## src/sio_ch0_pkg.sv

```systemverilog
// Constants, types and register map of the clocked serial channel control block.
// Assumes a single AHB-Lite master and pins resolved by the surroundings from o and oe_n.
// Operation
// - Set ack-detect flag when ack is seen on a clock rise after a transfer.
// - Clear ack-detect on the fall after a start releases busy, when disabled, or reset.
// - Busy enable at 0 stops busy drive from the next clock fall.
// - Busy enable at 1 drives busy from the clock fall after the ack.
// - A transfer start releases busy mode; busy enable keeps its value.
// - Auto-ack set after completion sends ack on next fall; enable stays set.
// - Release, command and ack trigger bits read as zero.
// - Interrupt-timing register holds release and mask control, shows clock pin level.
// - Interrupt-timing register resets to zero and is byte writable.
// - Clock-line level bit 6 is read-only.
// - Clock-line level reads zero while the channel is disabled.
// - Four modes exist: stopped, three-wire, serial-bus and two-wire.
// - Stopped mode performs no transfer and the shift register never shifts.
// - Stopped mode leaves the shift register a plain 8-bit register.
// - Stopped mode returns the three pins to general-purpose port use.
// - Mode register sits at FF60H, byte writable, resets to zero.
// - Mode bit 7 stops the channel at 0 and enables it at 1.
// - Three-wire mode uses clock, data out and data in lines.
// - Auto-ack set before completion sends ack with the ninth clock fall.
package sio_ch0_pkg;

  localparam logic [15:0] ADDR_MODE = 16'hFF60;
  localparam logic [15:0] ADDR_HSK = 16'hFF64;
  localparam logic [15:0] ADDR_ITR = 16'hFF68;
  localparam logic [15:0] ADDR_SHIFT = 16'hFF6C;
  localparam logic [15:0] ADDR_PORT_OUT = 16'hFF70;
  localparam logic [15:0] ADDR_PORT_DIR = 16'hFF74;
  localparam logic [15:0] ADDR_PORT_IN = 16'hFF78;
  localparam logic [15:0] ADDR_STATUS = 16'hFF7C;

  localparam logic [7:0] MODE_RST = 8'h00;
  localparam logic [7:0] ITR_RST = 8'h00;
  localparam logic [2:0] PORT_RST = 3'h0;
  localparam logic [7:0] SHIFT_RST = 8'h00;
  localparam logic [7:0] MODE_WR_MASK = 8'hBF;
  localparam logic [7:0] ITR_WR_MASK = 8'h3F;

  localparam int MODE_EN_BIT = 7;
  localparam int MODE_LSB_BIT = 2;
  localparam int MODE_INTCLK_BIT = 1;
  localparam int HSK_BUSY_OUTPUT_ENABLE_BIT = 7;
  localparam int HSK_ACK_DETECT_FLAG_BIT = 6;
  localparam int HSK_AUTO_ACK_ENABLE_BIT = 5;
  localparam int HSK_ACK_TRIGGER_BIT = 4;
  localparam int HSK_COMMAND_TRIGGER_BIT = 1;
  localparam int HSK_BUS_RELEASE_TRIGGER_BIT = 0;
  localparam int ITR_CLD_BIT = 6;
  localparam int PIN_SCK = 2;
  localparam int PIN_SO = 1;
  localparam int PIN_SI = 0;

  localparam logic [3:0] LAST_BIT = 4'h7;
  localparam int HCLK_NS = 50;
  localparam int SCK_PERIOD_NS = 400;
  localparam int SCK_HALF_CYC = SCK_PERIOD_NS / 2 / HCLK_NS;
  localparam logic [3:0] SCK_HALF_LAST = 4'(SCK_HALF_CYC - 1);

  typedef enum logic [3:0] {
    MODE_STOP = 4'b0001,
    MODE_THREE = 4'b0010,
    MODE_BUS = 4'b0100,
    MODE_TWO = 4'b1000
  } mode_e;

  typedef struct packed {
    logic o;
    logic oe_n;
  } pin_drive_s;

  typedef struct packed {
    logic [15:0] addr;
    logic wr;
  } ahb_cap_s;

endpackage

```

## src/sio_ch0_ctrl.sv

```systemverilog
// Control and status logic of the 8-bit clocked serial channel with an AHB-Lite register slave.
// Assumes all pin inputs are asynchronous to hclk and are sampled through two flip-flops.
//
// Our own choice: the AHB-Lite interface to the registers.
`timescale 1ns/1ns
module sio_ch0_ctrl (
  // Clock and reset
  input wire logic hclk,
  input wire logic hresetn,
  // AHB-Lite slave
  input wire logic hsel,
  input wire logic [31:0] haddr,
  input wire logic [1:0] htrans,
  input wire logic hwrite,
  input wire logic [2:0] hsize,
  input wire logic [31:0] hwdata,
  input wire logic hready,
  output logic hreadyout,
  output logic hresp,
  output logic [31:0] hrdata,
  // Serial clock pin
  input wire logic serial_clock_pin_in,
  output sio_ch0_pkg::pin_drive_s serial_clock_pin,
  // Serial data-out pin
  input wire logic serial_out_pin_in,
  output sio_ch0_pkg::pin_drive_s serial_out_pin,
  // Serial data-in pin
  input wire logic serial_in_pin_in,
  output sio_ch0_pkg::pin_drive_s serial_in_pin
);
  import sio_ch0_pkg::*;

  logic [2:0] sync1_r;
  logic [2:0] sync2_r;
  logic sck_d_r;
  logic sck_lvl;
  logic sck_rise;
  logic sck_fall;
  ahb_cap_s cap_r;
  logic wr_ph_r;
  logic rd_wait_r;
  logic [31:0] hrdata_r;
  logic [7:0] rd_nxt;
  logic [7:0] wd;
  logic accept;
  logic [7:0] mode_r;
  logic busy_output_enable_r;
  logic auto_ack_enable_r;
  logic [5:0] itr_r;
  logic [7:0] shift_r;
  logic [2:0] port_out_r;
  logic [2:0] port_dir_r;
  logic en;
  mode_e mode;
  logic wr_mode;
  logic wr_hsk;
  logic wr_itr;
  logic wr_shift;
  logic start;
  logic xfer_r;
  logic [3:0] cnt_r;
  logic done_r;
  logic so_latch_r;
  logic ack_pend_r;
  logic ack_trigger_pend_r;
  logic ack_out_r;
  logic busy_r;
  logic bsy_stop_pend_r;
  logic ack_detect_flag_r;
  logic ack_detect_flag_clr_pend_r;
  logic din;
  logic out_bit;
  logic so_val;
  logic clk_run;
  logic [3:0] div_r;
  logic sck_gen_r;
  logic clock_line_level;

  // Pin inputs in order clock, data-out, data-in.
  always_ff @(posedge hclk or negedge hresetn) begin
    if (!hresetn) begin
      sync1_r <= 3'h7;
      sync2_r <= 3'h7;
      sck_d_r <= 1'b1;
    end else begin
      sync1_r <= {serial_clock_pin_in, serial_out_pin_in, serial_in_pin_in};
      sync2_r <= sync1_r;
      sck_d_r <= sync2_r[PIN_SCK];
    end
  end

  assign sck_lvl = sync2_r[PIN_SCK];
  assign sck_rise = sck_lvl & ~sck_d_r;
  assign sck_fall = ~sck_lvl & sck_d_r;

  // Bus slave. Reads take one wait state so that a write just before is always seen.
  // Only the low address half is decoded, so the register map repeats through the upper half.
  assign accept = hsel & hready & htrans[1];
  assign hreadyout = ~rd_wait_r;
  assign hresp = 1'b0;
  assign hrdata = hrdata_r;
  assign wd = hwdata[7:0];

  always_ff @(posedge hclk or negedge hresetn) begin
    if (!hresetn) begin
      cap_r <= '0;
      wr_ph_r <= 1'b0;
      rd_wait_r <= 1'b0;
    end else begin
      wr_ph_r <= accept & hwrite;
      rd_wait_r <= accept & ~hwrite;
      if (accept) begin
        cap_r.addr <= haddr[15:0];
        cap_r.wr <= hwrite;
      end
    end
  end

  assign wr_mode = wr_ph_r && cap_r.addr == ADDR_MODE;
  assign wr_hsk = wr_ph_r && cap_r.addr == ADDR_HSK;
  assign wr_itr = wr_ph_r && cap_r.addr == ADDR_ITR;
  assign wr_shift = wr_ph_r && cap_r.addr == ADDR_SHIFT;

  assign en = mode_r[MODE_EN_BIT];
  assign clock_line_level = en & sck_lvl;

  // Decode of the operating mode.
  always_comb begin
    if (!en) begin
      mode = MODE_STOP;
    end else if (!mode_r[4]) begin
      mode = MODE_THREE;
    end else if (!mode_r[3]) begin
      mode = MODE_BUS;
    end else begin
      mode = MODE_TWO;
    end
  end

  // Trigger bits and the two unused bits among them read back as zero.
  always_comb begin
    unique case (cap_r.addr)
      ADDR_MODE: rd_nxt = mode_r & MODE_WR_MASK;
      ADDR_HSK: rd_nxt = {busy_output_enable_r, ack_detect_flag_r, auto_ack_enable_r, 5'h00};
      ADDR_ITR: rd_nxt = {1'b0, clock_line_level, itr_r};
      ADDR_SHIFT: rd_nxt = shift_r;
      ADDR_PORT_OUT: rd_nxt = {5'h00, port_out_r};
      ADDR_PORT_DIR: rd_nxt = {5'h00, port_dir_r};
      ADDR_PORT_IN: rd_nxt = {5'h00, sync2_r};
      ADDR_STATUS: rd_nxt = {5'h00, busy_r, done_r, xfer_r};
      default: rd_nxt = 8'h00;
    endcase
  end

  always_ff @(posedge hclk or negedge hresetn) begin
    if (!hresetn) begin
      hrdata_r <= 32'h00000000;
    end else if (rd_wait_r) begin
      hrdata_r <= {24'h000000, rd_nxt};
    end
  end

  // Software-owned control registers.
  always_ff @(posedge hclk or negedge hresetn) begin
    if (!hresetn) begin
      mode_r <= MODE_RST;
      busy_output_enable_r <= 1'b0;
      auto_ack_enable_r <= 1'b0;
      itr_r <= ITR_RST[5:0];
      port_out_r <= PORT_RST;
      port_dir_r <= PORT_RST;
    end else begin
      if (wr_mode) begin
        mode_r <= wd & MODE_WR_MASK;
      end
      if (wr_hsk) begin
        busy_output_enable_r <= wd[HSK_BUSY_OUTPUT_ENABLE_BIT];
        auto_ack_enable_r <= wd[HSK_AUTO_ACK_ENABLE_BIT];
      end
      // The clock-level bit is not stored, so a write cannot reach it.
      if (wr_itr) begin
        itr_r <= wd[5:0];
      end
      if (wr_ph_r && cap_r.addr == ADDR_PORT_OUT) begin
        port_out_r <= wd[2:0];
      end
      if (wr_ph_r && cap_r.addr == ADDR_PORT_DIR) begin
        port_dir_r <= wd[2:0];
      end
    end
  end

  // Writing the shift register starts a transfer only while enabled.
  assign start = wr_shift & en;
  assign din = (mode == MODE_THREE) ? sync2_r[PIN_SI] : sync2_r[PIN_SO];
  assign out_bit = mode_r[MODE_LSB_BIT] ? shift_r[0] : shift_r[7];

  // Shift engine and data-out latch. The latch keeps the last bit sent after a frame,
  // so software must issue a release trigger before the open-drain line can float again.
  // Release and command triggers act only between frames; one written mid-frame is dropped, not queued.
  always_ff @(posedge hclk or negedge hresetn) begin
    if (!hresetn) begin
      shift_r <= SHIFT_RST;
      xfer_r <= 1'b0;
      cnt_r <= 4'h0;
      done_r <= 1'b0;
      so_latch_r <= 1'b1;
    end else if (!en) begin
      xfer_r <= 1'b0;
      done_r <= 1'b0;
      cnt_r <= 4'h0;
      if (wr_shift) begin
        shift_r <= wd;
      end
    end else if (start) begin
      shift_r <= wd;
      xfer_r <= 1'b1;
      cnt_r <= 4'h0;
      done_r <= 1'b0;
    end else if (xfer_r) begin
      if (sck_fall) begin
        so_latch_r <= out_bit;
      end
      if (sck_rise) begin
        if (mode_r[MODE_LSB_BIT]) begin
          shift_r <= {din, shift_r[7:1]};
        end else begin
          shift_r <= {shift_r[6:0], din};
        end
        cnt_r <= cnt_r + 4'h1;
        if (cnt_r == LAST_BIT) begin
          xfer_r <= 1'b0;
          done_r <= 1'b1;
        end
      end
    end else if (wr_hsk && wd[HSK_BUS_RELEASE_TRIGGER_BIT]) begin
      so_latch_r <= 1'b1;
    end else if (wr_hsk && wd[HSK_COMMAND_TRIGGER_BIT]) begin
      so_latch_r <= 1'b0;
    end
  end

  // Acknowledge output sequencing.
  always_ff @(posedge hclk or negedge hresetn) begin
    if (!hresetn) begin
      ack_pend_r <= 1'b0;
      ack_trigger_pend_r <= 1'b0;
      ack_out_r <= 1'b0;
    end else if (!en || start) begin
      ack_pend_r <= 1'b0;
      ack_trigger_pend_r <= 1'b0;
      ack_out_r <= 1'b0;
    end else begin
      if (xfer_r && sck_rise && cnt_r == LAST_BIT && auto_ack_enable_r) begin
        ack_pend_r <= 1'b1;
      end else if (wr_hsk && wd[HSK_AUTO_ACK_ENABLE_BIT] && !auto_ack_enable_r && done_r) begin
        ack_pend_r <= 1'b1;
      end else if (sck_fall && !xfer_r) begin
        ack_pend_r <= 1'b0;
      end
      if (wr_hsk && wd[HSK_ACK_TRIGGER_BIT]) begin
        ack_trigger_pend_r <= 1'b1;
      end else if (sck_fall && !xfer_r) begin
        ack_trigger_pend_r <= 1'b0;
      end
      if (sck_fall && !xfer_r) begin
        ack_out_r <= ack_pend_r | ack_trigger_pend_r;
      end
    end
  end

  // Busy mode follows the acknowledge and ends on the next transfer start.
  always_ff @(posedge hclk or negedge hresetn) begin
    if (!hresetn) begin
      busy_r <= 1'b0;
      bsy_stop_pend_r <= 1'b0;
    end else if (!en) begin
      busy_r <= 1'b0;
      bsy_stop_pend_r <= 1'b0;
    end else if (start) begin
      busy_r <= 1'b0;
      bsy_stop_pend_r <= 1'b0;
    end else begin
      if (wr_hsk && !wd[HSK_BUSY_OUTPUT_ENABLE_BIT]) begin
        bsy_stop_pend_r <= 1'b1;
      end else if (sck_fall) begin
        bsy_stop_pend_r <= 1'b0;
      end
      if (sck_fall && bsy_stop_pend_r) begin
        busy_r <= 1'b0;
      end else if (sck_fall && ack_out_r && busy_output_enable_r) begin
        busy_r <= 1'b1;
      end
    end
  end

  // Acknowledge detection flag, written only by hardware.
  always_ff @(posedge hclk or negedge hresetn) begin
    if (!hresetn) begin
      ack_detect_flag_r <= 1'b0;
      ack_detect_flag_clr_pend_r <= 1'b0;
    end else if (!en) begin
      ack_detect_flag_r <= 1'b0;
      ack_detect_flag_clr_pend_r <= 1'b0;
    end else begin
      if (start) begin
        ack_detect_flag_clr_pend_r <= 1'b1;
      end else if (sck_fall) begin
        ack_detect_flag_clr_pend_r <= 1'b0;
      end
      // A rise and a fall never share a cycle, so a set is never lost to a clear.
      if (done_r && !xfer_r && sck_rise && !din) begin
        ack_detect_flag_r <= 1'b1;
      end else if (sck_fall && ack_detect_flag_clr_pend_r) begin
        ack_detect_flag_r <= 1'b0;
      end
    end
  end

  // Internal clock generator; it idles high and runs only while there is work for it.
  // Stopping only while high keeps every low phase whole, so the far side never sees a runt pulse.
  assign clk_run = en & mode_r[MODE_INTCLK_BIT] & (xfer_r | ack_pend_r | ack_trigger_pend_r | ack_out_r
                   | bsy_stop_pend_r | ack_detect_flag_clr_pend_r);

  always_ff @(posedge hclk or negedge hresetn) begin
    if (!hresetn) begin
      div_r <= 4'h0;
      sck_gen_r <= 1'b1;
    end else if (!clk_run && sck_gen_r) begin
      div_r <= 4'h0;
    end else if (div_r == SCK_HALF_LAST) begin
      div_r <= 4'h0;
      sck_gen_r <= ~sck_gen_r;
    end else begin
      div_r <= div_r + 4'h1;
    end
  end

  // Ack and busy both pull the data line low; the bus modes drive it open-drain.
  assign so_val = so_latch_r & ~ack_out_r & ~busy_r;

  always_comb begin
    serial_clock_pin.o = port_out_r[PIN_SCK];
    serial_clock_pin.oe_n = ~port_dir_r[PIN_SCK];
    serial_out_pin.o = port_out_r[PIN_SO];
    serial_out_pin.oe_n = ~port_dir_r[PIN_SO];
    serial_in_pin.o = port_out_r[PIN_SI];
    serial_in_pin.oe_n = ~port_dir_r[PIN_SI];
    unique case (mode)
      MODE_STOP: begin
        serial_in_pin.o = port_out_r[PIN_SI];
      end
      MODE_THREE: begin
        serial_clock_pin.o = sck_gen_r;
        serial_clock_pin.oe_n = ~mode_r[MODE_INTCLK_BIT];
        serial_out_pin.o = so_val;
        serial_out_pin.oe_n = 1'b0;
        serial_in_pin.o = 1'b0;
        serial_in_pin.oe_n = 1'b1;
      end
      MODE_BUS, MODE_TWO: begin
        serial_clock_pin.o = sck_gen_r;
        serial_clock_pin.oe_n = ~mode_r[MODE_INTCLK_BIT];
        serial_out_pin.o = 1'b0;
        serial_out_pin.oe_n = so_val;
        serial_in_pin.o = 1'b0;
        serial_in_pin.oe_n = 1'b1;
      end
    endcase
  end

endmodule

```

## config.mk

```make
export PLATFORM = sky130hd
export DESIGN_NAME = sio_ch0_ctrl
export DESIGN_NICKNAME = d
export VERILOG_FILES = /design/src/sio_ch0_pkg.sv /design/src/sio_ch0_ctrl.sv
export SDC_FILE = /design/constraint.sdc
export NUM_CORES = 1
export LEC_CHECK = 0
export ABC_AREA = 1
export BUFFER_PORTS_ARGS = -buffer_cell sky130_fd_sc_hd__buf_2
export CORE_UTILIZATION = 47
export DETAILED_ROUTE_END_ITERATION = 16
export GPL_ROUTABILITY_DRIVEN = 0
export MAX_ROUTING_LAYER = met4
export PLACE_DENSITY = 0.73
export SLEW_MARGIN = 40
export SYNTH_ARGS = -nofsm -noshare
export SYNTH_HDL_FRONTEND = slang
export SYNTH_SLANG_ARGS = --single-unit
```

## constraint.sdc

```tcl
create_clock -name hclk -period 1.7 [get_ports hclk]
set_input_delay 0 -clock hclk [delete_from_list [all_inputs] [get_ports hclk]]
set_output_delay 0 -clock hclk [all_outputs]
set_load 0.01 [all_outputs]
```

Word-level counts from Yosys, hierarchy flattened
Cells that the tools add are included.
{"block": "totals", "reg_bits": 81, "latchBits": 0, "mem_bits_rw": 0, "rom_bits": 0, "input_bits": 77, "wordCells": 183, "mem_count": 0}
{"block": "classes", "addsub": 2, "multipliers": 0, "n_div": 0, "order_cmp": 0, "eq_ne": 22, "shift": 0, "mux": 57, "bitwise": 31, "reduce_logical": 44}
{"op": "== test 16 bit (second input constant)", "count": 8}
{"op": "case mux 8 bit (8 select lines)", "count": 1}
{"op": "2-to-1 mux 8 bit", "count": 6}
{"op": "2-to-1 mux 1 bit", "count": 38}
{"op": "2-to-1 mux 4 bit", "count": 9}
{"op": "logical AND 1 bit", "count": 25}
{"op": "NOT 1 bit", "count": 13}
{"op": "AND 1 bit", "count": 12}
{"op": "!= test 3 x 1 -> 1 bit (second input constant)", "count": 3}
{"op": "adder 4 x 1 -> 4 bit (second input constant)", "count": 2}
{"op": "== test 4 x 2 -> 1 bit (second input constant)", "count": 2}
{"op": "== test 4 x 3 -> 1 bit (second input constant)", "count": 2}
{"op": "logical NOT 1 bit", "count": 6}
{"op": "!= test 3 x 2 -> 1 bit (second input constant)", "count": 2}
{"op": "bitwise OR 1 bit", "count": 6}
{"op": "AND reduction 3 bit", "count": 2}
{"op": "nonzero test 3 bit", "count": 2}
{"op": "== test 4 x 1 -> 1 bit (second input constant)", "count": 1}
{"op": "== test 4 bit (second input constant)", "count": 1}
{"op": "!= test 4 x 1 -> 1 bit (second input constant)", "count": 1}
{"op": "!= test 4 x 2 -> 1 bit (second input constant)", "count": 1}
{"op": "case mux 2 bit (2 select lines)", "count": 1}
{"op": "AND reduction 2 bit", "count": 2}
{"op": "AND reduction 4 bit", "count": 1}
{"op": "8 further kinds", "count": 9}

Longest topological paths before layout
{"block": "logic_depth", "ltp_word": 10, "depth_mapped": 11, "depth_no_buf": 11}

Worst setup path before layout
OpenSTA, ideal clock, no wires.
{"block": "synth_timing", "kind": "flip-flop to flip-flop", "from": "register sync2_r[2]", "to": "register shift_r[1]", "setup_ps": 121, "arrival_time_ps": 1290, "t_required_ps": 1579, "setup_slack_ps": 289, "path_stages_with_launch": 10, "period_less_slack_ps": 1411, "path_cell_list": "dfstp_2 inv_1 nor2_1 nand2_1 inv_1 nand2_1 nand2_4 inv_4 nor3_2 nor2_1"}
{"block": "synth_between", "elab_chain_len": 3}
{"element": "start: declaration", "line": "sio_ch0_ctrl.sv:34", "rtl": "logic [2:0] sync2_r;"}
{"element": "start signal: assignment", "line": "sio_ch0_ctrl.sv:87", "rtl": "sync2_r <= sync1_r;"}
{"element": "AND 1 bit", "line": "sio_ch0_ctrl.sv:93", "rtl": "assign sck_rise = sck_lvl & ~sck_d_r;"}
{"element": "!= test 3 x 2 -> 1 bit (no line)"}
{"element": "AND reduction 3 bit (no line)"}
{"element": "end signal: assignment", "line": "sio_ch0_ctrl.sv:213", "rtl": "shift_r <= wd;"}
{"element": "end signal: assignment", "line": "sio_ch0_ctrl.sv:216", "rtl": "shift_r <= wd;"}
{"element": "end signal: assignment", "line": "sio_ch0_ctrl.sv:226", "rtl": "shift_r <= {din, shift_r[7:1]};"}
{"element": "end: declaration", "line": "sio_ch0_ctrl.sv:50", "rtl": "logic [7:0] shift_r;"}
No other way between the ends.
A chain may end at the register's enable or synchronous reset.

Final worst setup path
{"block": "layout_timing", "from": "register cap_r[13] (netlist name)", "to": "register shift_r[2]"}
{"block": "layout_between", "elab_chain_len": 5}
{"element": "start: declaration", "line": "sio_ch0_ctrl.sv:39", "rtl": "ahb_cap_s cap_r;"}
{"element": "== test 16 bit (*)", "line": "sio_ch0_ctrl.sv:122", "rtl": "assign wr_shift = wr_ph_r && cap_r.addr == ADDR_SHIFT;"}
{"element": "logical AND 1 bit (*)", "line": "sio_ch0_ctrl.sv:122"}
{"element": "AND 1 bit", "line": "sio_ch0_ctrl.sv:194", "rtl": "assign start = wr_shift & en;"}
{"element": "!= test 3 x 1 -> 1 bit (no line), or another cell as far along"}
{"element": "AND reduction 3 bit (no line) or 2-to-1 mux 8 bit (tied branches)"}
Mark *: on every way between the ends. The rest lies on a longest branch, timed or not.

==> reports/qor.txt <==
Status -> finished clean
Number of buffers between clock root and the deepest sink -> 2
CP max stage cell -> dfrtp_1
Num CTS Buffers -> 9
Highest attainable clock frequency -> 0.639 GHz
Max Transition Viols Final -> 0
Post-detailed-route wirelength per cell -> 13.5 µm
Critical path type -> register to register
Most instantiated flip-flop cell in the synthesis netlist -> dfrtp_1
Antenna diode count -> 0
CTS H-tree depth -> 3
Class of the tightest hold or removal check -> primary input to register
Count of buffers from port buffering -> 47
Worst endpoint data arrival time -> 1.83 ns
Number of antenna violations at the first check in global routing -> 0
Top cell type by total area after synthesis -> dfrtp_1
R2R cell count -> 9
Clock insertion delay at the later pin of the skew report -> 0.37 ns
Flip-flop and latch count after synthesis -> 81
Routed Antenna Nets -> 0
Starting density of the core -> 0.496
Largest voltage drop on the vdd net -> 0.559 mV
Number of rows created at floorplan -> 33
Crit path depth -> 9
Residual DRC -> 0
Number of buffer and inverter instances along the worst setup path -> 1
Post-synthesis area per instance -> 8.26 µm²
Total power after layout -> 3.94 mW
Post-synthesis async set-or-reset flop share -> 1.00
Number of distinct standard cells referenced by the synthesized netlist -> 42
Detailed-route wire length -> 9450 µm
Sinks on Clock Net -> 81
Die Outline Area -> 9220 µm²
Max cap viols -> 0
Non-Filler Instances -> 701
CTS tree -> yes
WHS Path Cells -> 5
Count of final hold-check violations -> 0
Largest net degree at the start of global routing -> 41
Crit path launch type -> register
Synthesized cell area -> 4160 µm²
Unrepaired setup endpoints after global routing -> yes
Kind of capture point of the worst setup path -> register
Final setup violation count -> 0
Vias in the first global route -> 3357
Fraction of layout instances using a drive strength above 1 -> 0.213
Delay of the slowest critical-path stage -> 0.35 ns
Die Y -> 96.0 µm
Clock skew after layout -> 0.00987 ns
Global route overflow -> 0
Minimum clock period after layout -> 1.56 ns
Total routing resource utilization after global routing -> 0.230
Width of the chip -> 96.0 µm
Count leader, synth -> nand2_1
Std-Cell Core Area -> 8380 µm²
Leakage power of the design -> 2.57 nW
Estimated wirelength of the detail-placed design -> 6770 µm
Wire length of the first global-routing pass -> 15400 µm
Cell family with most CP delay -> simple AND/OR/NAND/NOR gates
Count of mapped cells out of synthesis -> 503
CTS root buffer -> clkbuf_8
Post-synth top area share -> 0.433
PD cells -> 789 nW/µm²
Clock transition at the register clock pins on the worst setup and hold paths after CTS -> 0.08 ns
Number of vias after detailed routing -> 3579
Syn. warnings -> 0
Number of synthesized flops with an enable pin -> 0
Final critical-path share of the clock period -> 0.920
Critical path, cell by cell -> nand2_1 > nor2_2 > nand2_4 > nor2_2 > nand3_4 > nand2_4 > inv_4 > nor2_1 > nor2_1
Required @ worst endpoint -> 1.96 ns
Maximum fanout encountered on the critical timing path -> 8
Number of design-rule violations left by the first detailed-router iteration -> 254
P&R area growth vs syn -> 20.0%
Final net count -> 670
Cell total after placement -> 652
Initial DRT Pass Iterations -> 5
Sequential fraction of the synthesis area -> 0.490
Top cells by instance count after synthesis -> nand2_1 (137), dfrtp_1 (72), nor2_1 (48)
Main area contributors after synthesis -> dfrtp_1 (43%), nand2_1 (12%), dfstp_2 (5.7%)
Via-per-instance ratio -> 5.11
Boundary Pins -> 117
layout by cell type, fill, tap and decap left out, drive strengths merged:
cell type    instances
a211oi               2
a21oi               19
a22o                 1
a31oi                1
buf                 61
clkbuf              13
clkinv               1
clkinvlp             3
conb                25
dfrtp               72
dfstp                9
dlygate4sd3         28
ha                   2
inv                 48
mux2                 8
nand2              143
nand3               41
nand3b               1
nand4                7
nor2                57
nor3                 5
o211ai               4
o21a                 2
o21ai               31
o21bai               1
o22ai                3
o31ai                2
or2                  3
xor2                 3
power breakdown:
group	internal, mW	switching, mW	total (mW)
logic	0.185	0.248	0.433
registers	2.05	0.0711	2.12
clock network	0.690	0.697	1.39
total	2.92	1.02	3.94
through the flow:
step | TNS, ns | hold WS, ns | worst slack (ns) | instance area (µm²) | utilization
global route | -0.00200 | 0.0438 | -0.00200 | 4990 | 0.595
floorplan | 0 | -0.296 | 0.289 | 4250 | -
detailed placement | 0 | -0.121 | 0.105 | 4440 | 0.529
finish | 0 | 0.0114 | 0.136 | 4990 | 0.595
CTS | 0 | 0.00718 | 0.0956 | 4920 | 0.587
global placement | 0 | -0.123 | 0.145 | 4440 | 0.529
timing repair:
item	CTS	global route
hold buffers	28	0
setup endpoints to repair	0	21
setup buffers	0	5
resized for setup	0	6
hold endpoints to repair	105	0
final timing paths:
kind	startpoint	end	slack, ns
worst min-delay path	hwdata[0]	so_latch_r$_DFFE_PN1P_	0.01
max in group asynchronous	hresetn	sync2_r[0]$_DFF_PN1_	1.02
min in group asynchronous	hresetn	itr_r[4]$_DFFE_PN0P_	0.03
worst min register to register	sync1_r[1]$_DFF_PN1_	sync2_r[1]$_DFF_PN1_	0.36
worst max-delay path	cap_r[13]$_DFFE_PN0P_	shift_r[2]$_DFFE_PN0P_	0.14
worst max register to register	cap_r[13]$_DFFE_PN0P_	shift_r[2]$_DFFE_PN0P_	0.14
routing by layer:
metal	wire [µm]	global-route usage	part of all wire	vias to the layer above
met2	4470	0.360	0.47	138
met4	188	0.0784	0.020	0
met3	590	0.0482	0.062	19
li1	-	-	-	1743
met1	4200	0.296	0.44	1679
met5	0	-	0	-
state kept, by name (all words and copies together) (netlist names), 3 cells and up:
| register | flops |
|---|---|
| cap_r | 16 |
| cnt_r | 4 |
| div_r | 4 |
| hrdata | 8 |
| itr_r | 6 |
| mode_r | 7 |
| port_dir_r | 3 |
| port_out_r | 3 |
| shift_r | 8 |
| sync1_r | 3 |
| sync2_r | 3 |
logic make-up after synthesis:
logic type | after synthesis | synth area share
and+or+nand+nor | 257 | 0.277
buffers and inverters | 85 | 0.108
DFF | 81 | 0.490
AOI/OAI and AO/OA | 66 | 0.0894
muxes | 8 | 0.0217
xor gates and xnor gates | 3 | 0.00632
adders and majority gates | 2 | 0.00602
other | 1 | 0.000902
cell type report:
class | count | area (µm²)
fill | 721 | 3390
sequential | 81 | 2040
multi-input combinational | 361 | 1790
clock inverter | 3 | 22.5
clock buffer | 13 | 179
tap | 105 | 131
timing repair buffer | 89 | 636
inverter | 49 | 194
tightest hold or removal path: stages:
cell and delay (ns):
buf_2 0.12, nand4_1 0.09, nand2_1 0.05, nand3_1 0.07
nand2_1 0.05
Note: power is estimated with default switching activity, not from simulation.
